### src/rtl/hec_defines.vh
`ifndef HEC_DEFINES_VH
`define HEC_DEFINES_VH

// Clock rate in kHz (25 MHz)
`define HEC_CLK_KHZ 25000
// Elementary time unit choices in microseconds
`define HEC_TE_US_0 800
`define HEC_TE_US_1 400
`define HEC_TE_US_2 200
`define HEC_TE_US_3 100
// Auto-shutoff time-out in seconds
`define HEC_SHUTOFF_S 25
// Line format codes
`define HEC_FMT_PWM 2'h0
`define HEC_FMT_MAN 2'h1
`define HEC_FMT_VARIABLE_PULSE_WIDTH_FORMAT 2'h2
// Code word layout
`define HEC_HOP_W 32
`define HEC_SER_W 28
`define HEC_FUNC_W 4
`define HEC_STAT_W 2
`define HEC_WORD_W 66
// Counter
`define HEC_CNT_W 16
`define HEC_OVF_RST 2'h3
// Preamble chip toggles (high plus low chips sent, less one)
`define HEC_PRE_LEN 6'h17
// Header gap in elementary time units
`define HEC_HDR_TE 4'hA
// LED flash length in elementary time units
`define HEC_LED_TE 8'h40
// FIFO depth
`define HEC_FIFO_DEPTH 16

`endif

### src/rtl/hec_fifo.v
`timescale 1ns/1ns
// Small synchronous FIFO with honest full and empty
module hec_fifo #(
	parameter WIDTH = 66,
	parameter DEPTH = 16,
	parameter AW = 4
) (
	input wire mclk,
	input wire rst,
	input wire [WIDTH-1:0] in_data,
	input wire in_valid,
	output wire in_ready,
	output wire [WIDTH-1:0] out_data,
	output wire out_valid,
	input wire out_ready
);
	reg [WIDTH-1:0] mem [0:DEPTH-1]; // Word storage
	reg [AW-1:0] wr_q; // Write pointer
	reg [AW-1:0] rd_q; // Read pointer
	reg [AW:0] cnt_q; // Words held
	wire push;
	wire pop;

	assign in_ready = (cnt_q != DEPTH[AW:0]);
	assign out_valid = (cnt_q != {(AW+1){1'b0}});
	assign out_data = mem[rd_q];
	assign push = in_valid & in_ready;
	assign pop = out_valid & out_ready;

	// Storage write, no reset needed for data
	always @(posedge mclk) begin
		if (push) begin
			mem[wr_q] <= in_data;
		end
	end

	// Pointers and fill count
	always @(posedge mclk) begin
		if (rst) begin
			wr_q <= {AW{1'b0}};
			rd_q <= {AW{1'b0}};
			cnt_q <= {(AW+1){1'b0}};
		end else begin
			if (push) begin
				wr_q <= (wr_q == DEPTH[AW-1:0] - 1'b1) ? {AW{1'b0}} : wr_q + 1'b1;
			end
			if (pop) begin
				rd_q <= (rd_q == DEPTH[AW-1:0] - 1'b1) ? {AW{1'b0}} : rd_q + 1'b1;
			end
			if (push & ~pop) begin
				cnt_q <= cnt_q + 1'b1;
			end else if (pop & ~push) begin
				cnt_q <= cnt_q - 1'b1;
			end
		end
	end
endmodule

### src/rtl/hec_encoder.v
`timescale 1ns/1ns
`include "hec_defines.vh"
// Encoder control: activation, counter, status and serialiser
module hec_encoder #(
	parameter SHUTOFF_CYC = `HEC_SHUTOFF_S * `HEC_CLK_KHZ * 1000,
	parameter SHARED_RF_ENABLE_OUTPUT = 1
) (
	input wire mclk,
	input wire rst,
	input wire [3:0] button_inputs,
	input wire [1:0] te_sel,
	input wire [1:0] format_sel,
	input wire shutoff_en,
	input wire rf_enable_cfg,
	input wire [1:0] ovf_use,
	input wire low_supply,
	input wire [`HEC_SER_W-1:0] serial_number,
	input wire [`HEC_HOP_W-1:0] hop_code,
	input wire hop_valid,
	output reg hop_req,
	output reg [`HEC_CNT_W-1:0] sync_count,
	output reg [1:0] ovf_bits,
	output reg data_out,
	output reg rf_enable_output,
	output reg led_out,
	output reg shutoff_active
);
	// Cycles per elementary time unit, rounded down to whole cycles
	localparam [15:0] TE_CYC0 = `HEC_TE_US_0 * `HEC_CLK_KHZ / 1000;
	localparam [15:0] TE_CYC1 = `HEC_TE_US_1 * `HEC_CLK_KHZ / 1000;
	localparam [15:0] TE_CYC2 = `HEC_TE_US_2 * `HEC_CLK_KHZ / 1000;
	localparam [15:0] TE_CYC3 = `HEC_TE_US_3 * `HEC_CLK_KHZ / 1000;
	localparam [31:0] SHUT_CYC = SHUTOFF_CYC;
	// Controller states
	localparam [2:0] ST_IDLE = 3'h0;
	localparam [2:0] ST_HOP = 3'h1;
	localparam [2:0] ST_PUSH = 3'h2;
	localparam [2:0] ST_HELD = 3'h3;
	// Serialiser states
	localparam [2:0] TX_IDLE = 3'h0;
	localparam [2:0] TX_PRE = 3'h1;
	localparam [2:0] TX_HDR = 3'h2;
	localparam [2:0] TX_BIT = 3'h3;
	localparam [2:0] TX_GUARD = 3'h4;

	reg [2:0] st_q; // Activation controller state
	reg [3:0] func_q; // Latched function code
	reg [31:0] hold_q; // Continuous press timer
	reg [65:0] word_q; // Word waiting for FIFO
	reg [2:0] tx_q; // Serialiser state
	reg [65:0] sh_q; // Word being shifted
	reg [6:0] bit_q; // Bits left
	reg [5:0] pre_q; // Preamble chips left
	reg [1:0] ph_q; // Chip phase within a bit
	reg [15:0] te_q; // Elementary unit timer
	reg [3:0] hdr_q; // Header unit counter
	reg [7:0] led_q; // LED flash units left
	reg [1:0] fmt_q; // Format latched per word
	reg [15:0] te_len; // Selected unit length
	wire [3:0] btn_eff; // Buttons as seen by logic
	wire any_btn;
	wire fifo_in_ready;
	wire [65:0] fifo_out;
	wire fifo_out_valid;
	reg fifo_pop;
	wire te_tick;
	wire [`HEC_CNT_W-1:0] cnt_next;

	// RF enable on shared pin masks the top button input
	assign btn_eff = (SHARED_RF_ENABLE_OUTPUT != 0 && rf_enable_cfg) ?
		{1'b0, button_inputs[2:0]} : button_inputs;
	assign any_btn = |btn_eff;
	assign cnt_next = sync_count + 1'b1;
	assign te_tick = (te_q == te_len - 1'b1);

	// Unit length selection
	always @* begin
		case (te_sel)
		2'h0: te_len = TE_CYC0;
		2'h1: te_len = TE_CYC1;
		2'h2: te_len = TE_CYC2;
		default: te_len = TE_CYC3;
		endcase
	end

	// Activation controller: one counter step per press
	always @(posedge mclk) begin
		if (rst) begin
			st_q <= ST_IDLE;
			func_q <= 4'h0;
			hop_req <= 1'b0;
			sync_count <= {`HEC_CNT_W{1'b0}};
			ovf_bits <= `HEC_OVF_RST;
			word_q <= 66'h0;
		end else begin
			case (st_q)
			ST_IDLE: begin
				if (any_btn && !shutoff_active) begin
					func_q <= btn_eff;
					sync_count <= cnt_next;
					// Wrap through zero clears the lowest set overflow bit that ovf_use enables
					if (cnt_next == {`HEC_CNT_W{1'b0}}) begin
						if (ovf_bits[0] && ovf_use[0]) begin
							ovf_bits[0] <= 1'b0;
						end else if (ovf_bits[1] && ovf_use[1]) begin
							ovf_bits[1] <= 1'b0;
						end
					end
					hop_req <= 1'b1;
					st_q <= ST_HOP;
				end
			end
			ST_HOP: begin
				// Cipher engine lives outside; wait for its result
				if (hop_valid) begin
					hop_req <= 1'b0;
					// Word is 66 bits, so only the first overflow bit fits in the status pair
					word_q <= {ovf_bits[0], low_supply, func_q, serial_number,
						hop_code};
					st_q <= ST_PUSH;
				end
			end
			ST_PUSH: begin
				// Stall until FIFO has room
				if (fifo_in_ready) begin
					st_q <= ST_HELD;
				end
			end
			ST_HELD: begin
				// Repeat word while held, until shutoff
				if (!any_btn) begin
					st_q <= ST_IDLE;
				end else if (!shutoff_active && fifo_in_ready && !fifo_out_valid
					&& tx_q == TX_IDLE) begin
					st_q <= ST_PUSH;
				end
			end
			default: st_q <= ST_IDLE;
			endcase
		end
	end

	// Continuous press timer for auto-shutoff
	always @(posedge mclk) begin
		if (rst) begin
			hold_q <= 32'h0;
			shutoff_active <= 1'b0;
		end else if (!any_btn) begin
			hold_q <= 32'h0;
			shutoff_active <= 1'b0;
		end else if (shutoff_en) begin
			if (hold_q >= SHUT_CYC - 1) begin
				shutoff_active <= 1'b1;
			end else begin
				hold_q <= hold_q + 1'b1;
			end
		end
	end

	hec_fifo #(
		.WIDTH(`HEC_WORD_W),
		.DEPTH(`HEC_FIFO_DEPTH),
		.AW(4)
	) u_fifo (
		.mclk(mclk),
		.rst(rst),
		.in_data(word_q),
		.in_valid(st_q == ST_PUSH),
		.in_ready(fifo_in_ready),
		.out_data(fifo_out),
		.out_valid(fifo_out_valid),
		.out_ready(fifo_pop)
	);

	// Pop when serialiser is free and a word is waiting
	always @* begin
		fifo_pop = (tx_q == TX_IDLE) && fifo_out_valid;
	end

	// Serialiser: preamble, header gap, then LSB-first bits
	always @(posedge mclk) begin
		if (rst) begin
			tx_q <= TX_IDLE;
			sh_q <= 66'h0;
			bit_q <= 7'h0;
			pre_q <= 6'h0;
			ph_q <= 2'h0;
			te_q <= 16'h0;
			hdr_q <= 4'h0;
			fmt_q <= `HEC_FMT_PWM;
			data_out <= 1'b0;
			rf_enable_output <= 1'b0;
		end else begin
			te_q <= te_tick ? 16'h0 : te_q + 1'b1;
			case (tx_q)
			TX_IDLE: begin
				te_q <= 16'h0;
				data_out <= 1'b0;
				rf_enable_output <= 1'b0;
				if (fifo_out_valid) begin
					sh_q <= fifo_out;
					fmt_q <= format_sel;
					pre_q <= `HEC_PRE_LEN;
					bit_q <= 7'd66;
					ph_q <= 2'h0;
					data_out <= 1'b1;
					rf_enable_output <= rf_enable_cfg;
					tx_q <= TX_PRE;
				end
			end
			TX_PRE: begin
				// Alternate one unit high, one unit low
				if (te_tick) begin
					if (pre_q == 6'h0) begin
						data_out <= 1'b0;
						hdr_q <= 4'h0;
						tx_q <= TX_HDR;
					end else begin
						pre_q <= pre_q - 1'b1;
						data_out <= ~data_out;
					end
				end
			end
			TX_HDR: begin
				if (te_tick) begin
					if (hdr_q == `HEC_HDR_TE - 1'b1) begin
						tx_q <= TX_BIT;
						ph_q <= 2'h0;
						// Cleared so the guard lasts exactly one unit
						hdr_q <= 4'h0;
						data_out <= (fmt_q == `HEC_FMT_MAN) ? ~sh_q[0] : 1'b1;
					end else begin
						hdr_q <= hdr_q + 1'b1;
					end
				end
			end
			TX_BIT: begin
				if (te_tick) begin
					if (fmt_q == `HEC_FMT_MAN) begin
						// Manchester: two units, mid-bit transition
						if (ph_q == 2'h0) begin
							data_out <= sh_q[0];
							ph_q <= 2'h1;
						end else begin
							sh_q <= {1'b0, sh_q[65:1]};
							bit_q <= bit_q - 1'b1;
							ph_q <= 2'h0;
							data_out <= ~sh_q[1];
							if (bit_q == 7'h1) begin
								tx_q <= TX_GUARD;
								data_out <= 1'b0;
							end
						end
					end else begin
						// PWM: high unit, data unit, low unit; '1' is short high
						ph_q <= (ph_q == 2'h2) ? 2'h0 : ph_q + 1'b1;
						if (ph_q == 2'h0) begin
							data_out <= ~sh_q[0];
						end else if (ph_q == 2'h1) begin
							data_out <= (fmt_q == `HEC_FMT_VARIABLE_PULSE_WIDTH_FORMAT) ? sh_q[0] : 1'b0;
						end else begin
							sh_q <= {1'b0, sh_q[65:1]};
							bit_q <= bit_q - 1'b1;
							data_out <= 1'b1;
							if (bit_q == 7'h1) begin
								tx_q <= TX_GUARD;
								data_out <= 1'b0;
							end
						end
					end
				end
			end
			TX_GUARD: begin
				// Guard time before the next word
				data_out <= 1'b0;
				if (te_tick) begin
					hdr_q <= hdr_q + 1'b1;
					if (hdr_q == 4'h0) begin
						rf_enable_output <= 1'b0;
						tx_q <= TX_IDLE;
					end
				end
			end
			default: tx_q <= TX_IDLE;
			endcase
		end
	end

	// Single LED flash on low battery at press start
	always @(posedge mclk) begin
		if (rst) begin
			led_q <= 8'h0;
			led_out <= 1'b0;
		end else if (st_q == ST_IDLE && any_btn && !shutoff_active && low_supply) begin
			led_q <= `HEC_LED_TE;
			led_out <= 1'b1;
		end else if (led_q != 8'h0) begin
			if (te_tick) begin
				led_q <= led_q - 1'b1;
			end
			led_out <= 1'b1;
		end else begin
			led_out <= 1'b0;
		end
	end
endmodule

### config.mk
export PLATFORM = sky130hd
export DESIGN_NAME = hec_encoder
export DESIGN_NICKNAME = d
export VERILOG_FILES = /design/src/rtl/hec_fifo.v /design/src/rtl/hec_encoder.v
export VERILOG_INCLUDE_DIRS = /design/src /design/src/rtl
export SDC_FILE = /design/constraint.sdc
export NUM_CORES = 1
export LEC_CHECK = 0
export BUFFER_PORTS_ARGS = -buffer_cell sky130_fd_sc_hd__buf_2
export CAP_MARGIN = 15
export CELL_PAD_IN_SITES_DETAIL_PLACEMENT = 0
export CELL_PAD_IN_SITES_GLOBAL_PLACEMENT = 2
export CORE_MARGIN = 1
export CORE_UTILIZATION = 43
export DETAILED_ROUTE_END_ITERATION = 8
export MAX_ROUTING_LAYER = met4
export PLACE_DENSITY = 0.81
export SYNTH_ARGS = -nofsm -noshare
export SYNTH_HDL_FRONTEND = slang
export SYNTH_SLANG_ARGS = --single-unit
### constraint.sdc
create_clock -name mclk -period 5.7 [get_ports mclk]
set_input_delay 0.855 -clock mclk [delete_from_list [all_inputs] [get_ports mclk]]
set_output_delay 0.855 -clock mclk [all_outputs]
set_load 0.1 [all_outputs]
# --- Word level (Yosys, flattened, before mapping) ---
# Memories as Yosys holds them, arrays and structs flattened. A register that Yosys moved wholly into a read port is not among the register bits.
# Index checks and enable logic that the tools add are counted.
word_totals:
  ff_bits: 255
  ramBits: 1056
  in_bits: 76
  out_inout_bits: 23
  wordCells: 228
  n_memories: 1
classes:
  n_addsub: 13
  n_lt_le_gt_ge: 1
  eq_ne: 34
  n_mux: 89
  bitwise_logic: 12
  n_reduce_logical: 53
mem_list:
  columns: ["name", "words", "word_bits", "rd", "rd_clocked_by_memory_dff", "wr", "line", "source"]
  rows:
  - ["u_fifo.mem", 16, 66, 1, 1, 1, "hec_fifo.v:17", "reg [WIDTH-1:0] mem [0:DEPTH-1];"]
op_table:
  columns: ["op", "n"]
  rows:
  - ["$mux W66", 6]
  - ["$pmux W66 S2", 1]
  - ["$mux W7", 9]
  - ["$mux W3", 18]
  - ["$pmux W15 S3", 1]
  - ["$mux W4", 10]
  - ["$add A16 B1 Y16 const B", 2]
  - ["$add A32 B1 Y32 const B", 1]
  - ["$ge A32 B30 Y1 const B", 1]
  - ["$ne A2 B2 Y1 const B", 13]
  - ["$reduce_and A5 Y1", 5]
  - ["$mux W1", 24]
  - ["$mux W6", 3]
  - ["$eq A16 B16 Y1", 1]
  - ["$logic_not A16 Y1", 1]
  - ["$sub A16 B1 Y16 const B", 1]
  - ["$pmux W3 S5", 1]
  - ["$pmux W7 S2", 1]
  - ["$reduce_and A2 Y1", 7]
  - ["$reduce_bool A2 Y1", 7]
  - ["$add A4 B1 Y4 const B", 3]
  - ["$eq A3 B2 Y1 const B", 4]
  - ["$eq A4 B4 Y1 const B", 3]
  - ["$mux W2", 6]
  - ["other kinds (37)", 73]

# --- Longest topological paths before layout ---
depth:
  ltp_word: 7
  ltp_mapped: 14
  ltp_nobuf: 12

# --- Cells and area by module ---
# A second synthesis with hierarchy kept.
hier_totals:
  hier_cells: 3110
  hier_area_um2: 52073.7
modules_own_cells:
  columns: ["mod", "n_inst", "cells_per_inst", "area_per_inst_um2", "seq_area_each_um2"]
  rows:
  - ["hec_fifo", 1, 1722, 40271.1, 32050.7]
  - ["hec_encoder", 1, 1388, 11802.6, 4824.6]

# --- Worst setup path after synthesis ---
# Ideal clock, no wire load.
synth_timing:
  path_type: "register to register"
  from: "register u_fifo.cnt_q[0]"
  to: "memory u_fifo.mem[3][0], enable pin"
  setup_ps: 571
  t_arrival_ps: 5728
  required_ps: 5129
  path_slack_ps: -599
  path_stages_with_launch: 5
  period_less_slack_ps: 6299
  cell_sequence: "dfxtp_1 -> nor4_1 -> a21oi_1 -> nand2_1 -> nor3_1"
synth_between:
  elab_chain_cells: 4
synth_rtl:
  columns: ["item", "line", "source"]
  rows:
  - ["from (decl)", "hec_fifo.v:20", "reg [AW:0] cnt_q;"]
  - ["from (signal assigned)", "hec_fifo.v:42", "cnt_q <= {(AW+1){1'b0}};"]
  - ["from (signal assigned)", "hec_fifo.v:51", "cnt_q <= cnt_q + 1'b1;"]
  - ["from (signal assigned)", "hec_fifo.v:53", "cnt_q <= cnt_q - 1'b1;"]
  - ["$ne A5 B5 Y1", "hec_fifo.v:24", "assign in_ready = (cnt_q != DEPTH[AW:0]);"]
  - ["$and A1 B1 Y1", "hec_fifo.v:27", "assign push = in_valid & in_ready;"]
  - ["named net u_fifo.push", "hec_fifo.v:21", "wire push;"]
  - ["$mux W1", "hec_fifo.v:32", "if (push) begin"]
  - ["$mux W1 (not written as such)", "hec_fifo.v:33", "mem[wr_q] <= in_data;"]
  - ["to (decl)", "hec_fifo.v:17", null]
# The timed path passes the listed nets, and every way through them passes these cells.

# --- Final worst setup path ---
layout_timing:
  from: "register u_fifo.cnt_q[0]"
  to: "memory u_fifo.mem[11][49], enable pin"
# Same word-level chain as after synthesis.

==> flow_summary.ini <==
[worst_setup_path]
critical_path_class = flop to flop
arrival_ns = 4.26
cp_num_buf_inv = 1
worst_ep_required_time_ns = 6.04
crit_slowest_cell = buf_4
reg2reg_slack_ns = 1.77
r2r_cells = 5
max_stage_delay_ns = 0.85
end_kind = flop
cp_top_family = simple AND/OR/NAND/NOR gates
worst-path-max-fanout = 45
cp_cell_sequence = nor4_1, a21oi_1, nand2_1, nor2_4, buf_4
r2r_end = u_fifo.mem[11][49]$_DFFE_PP_
crit_path_start_kind = flop
r2r-start = u_fifo.cnt_q[0]$_SDFFE_PP0P_

[sta]
final_max_slew_viol_count = 0
fmax_mhz = 255
rsz0062_at_grt = false
relSlewSlack = 0.238
finalSetupTns_ns = 0
min_period_over_period = 0.689
finClkSkew_ns = 0.0300
fin_ws_ns = 1.77
min_period_ns = 3.93
worstMarginPinSlew_ns = 1.14
hold_viol = 0
finalSetupViolCount = 0

[route]
final_antenna_net_count = 0
drtIter0Drc = 2482
drtPass1Iterations = 5
num_vias = 27400
vias_per_cell = 5.78
drc = 0
wirelength_um = 118000
wl_per_cell_um = 24.9

[clock_tree]
h-tree-depth = 4
cts_tree = yes
cts-buffers-inserted = 138
clock_path_buffers = 3
clock_sinks = 1314
clk_latency_ns = 0.74
clk_pin_slew_ns = 0.06
cts_setup_buffers = 0
post_cts_resize_count = 0
cts-root-buf = clkbuf_16
ctsHoldBuffers = 0

[placed_design]
postPlaceCellArea_um2 = 53800
place_inst = 4477
place.gp.congestion = 0.833
place_hpwl_um = 62400
place_ws_ns = 1.51
io_buffers = 98

[worst_hold_path]
hold_depth = 2
holdPathEnd = ovf_bits[0]$_SDFFE_PP1P_
hp-start = ovf_use[0]
hold_class = input port to flop

[yosys]
syn_inst = 2957
ys_ff_latch = 1314
synth_warnings = 0
ys_types = 68
syn_area_per_cell_um2 = 17.4
yosys-top-cells-count = edfxtp_1 (1056), mux4_2 (329), nand2_1 (273)
netlist_area_um2 = 51300
yosys.area.top_type = edfxtp_1
synth_top_area_share = 0.618
async_flop_share = 0
ys.flop_type = edfxtp_1
yosysMostFrequentCell = edfxtp_1
synth.area.top_cells = edfxtp_1 (62%), mux4_2 (14%), dfxtp_1 (10%)
seq_area_frac_synth = 0.718
synth_nets = 3062
synth_edf_count = 1056

[global_routing]
grt_start_max_net_pins = 90
grt_pass1_vias = 28100
grt_usage = 0.202
grt_pass1_wl_um = 178000
antenna_found_initial = 2
grt-ovfl-total = 0

[floorplanning]
initial_core_util = 0.434
row_count = 126
io_pins = 99
coreArea_um2 = 118000
die_y_um = 348
die_area_um2 = 121000
dieWidth_um = 348

[cells_and_area]
multi_input_area_um2 = 13800
drive_above_1_share = 0.227
fillers = 9541
fin_nets = 3186
final_cell_area_um2 = 58300
area_growth_pct = 13.6
final_cells = 4730
seq_area_um2 = 36900

[run_status]
status = finished, final reports clean

[power_and_ir_drop]
powerDensity_nw_per_um2 = 427
power.total_mw = 24.9
peakVddDrop_mv = 0.319
p_leak_nw = 18.5

[run]
drv_cap = 0
-- cell type report --
cell class,count,area share
timing repair buffer,157,0.0174
sequential,1314,0.632
clock inverter,53,0.0105
multi-input combinational,1441,0.237
antenna,1,0.0000429
inverter,29,0.00187
clock buffer,199,0.0675
tap,1536,0.0329
-- where the power goes --
part	total [mW]	switching (mW)	internal, mW	leakage [nW]
logic	4.65	2.35	2.30	4.66
clock network	8.95	3.60	5.35	2.22
registers	11.3	0.540	10.7	11.6
-- cell usage in the layout (no fill, tap or decap), types with 9 or more instances in the layout --
cell type  count
a21oi_1      202
or4_1         30
xor2_1        31
edfxtp_1    1056
buf_4         53
nand2b_1      12
buf_2         97
a31oi_1        9
clkbuf_16    143
or3_1         16
nor2_4        13
inv_1         29
nand4_1       21
mux2i_1       12
nand3_1       26
clkbuf_1      41
and3_1        12
xnor2_1       25
clkinv_1      14
nand2_1      272
mux4_2       329
clkbuf_8      16
o21ai_0       19
nor4_1        13
and4_1         9
dfxtp_1      254
clkinv_2      17
nor2b_1        9
a211oi_1      69
nor2_1       155
o31ai_1       21
ha_1          28
bufinv_16     12
nor3_1        19
-- worst max-delay path by stage --
stage                                               to                    startpoint  cells past startpoint
after floorplan            u_fifo.mem[15][0]$_DFFE_PP_  u_fifo.cnt_q[0]$_SDFFE_PP0P_                      4
after global placement           bit_q[3]$_SDFFE_PP0P_                     te_sel[0]                     12
after detailed placement         bit_q[4]$_SDFFE_PP0P_                     te_sel[0]                     12
after CTS                 u_fifo.mem[11][49]$_DFFE_PP_  u_fifo.cnt_q[0]$_SDFFE_PP0P_                      5
after global routing      u_fifo.mem[11][49]$_DFFE_PP_  u_fifo.cnt_q[0]$_SDFFE_PP0P_                      5
final                     u_fifo.mem[11][49]$_DFFE_PP_  u_fifo.cnt_q[0]$_SDFFE_PP0P_                      5
-- flip-flops by register name, summed over array words and instances, names as in the netlist, 3 cells and up, named ones only --
signal	flops
u_fifo.mem	1056
sh_q	66
word_q	66
hold_q	32
sync_count	16
te_q	16
led_q	8
bit_q	7
pre_q	6
u_fifo.cnt_q	5
func_q	4
hdr_q	4
u_fifo.rd_q	4
u_fifo.wr_q	4
tx_q	3
-- per-stage QoR --
stage,util,hold WS [ns]
floorplan,-,0.432
global placement,0.455,0.450
detailed placement,0.455,0.450
CTS,0.493,0.277
global route,0.493,0.306
finish,0.493,0.332
-- cells by family after synthesis --
logic type               synth area share
flip-flops                          0.718
multiplexers                        0.147
adder cells (fa/ha/maj)           0.00721
AND/OR/NAND/NOR                    0.0583
AO/OA/AOI/OAI                      0.0439
buffers and inverters              0.0156
XOR/XNOR                          0.00955
-- per-layer routing --
layer  vias up  wire (um)  GRT usage
met5         -          0          -
li1      12000          -          -
met1     14400      50300      0.269
met4         0       1970     0.0489
met3       155       6340     0.0294
met2       843      59000      0.330
Power figures use the tool's default switching activity.
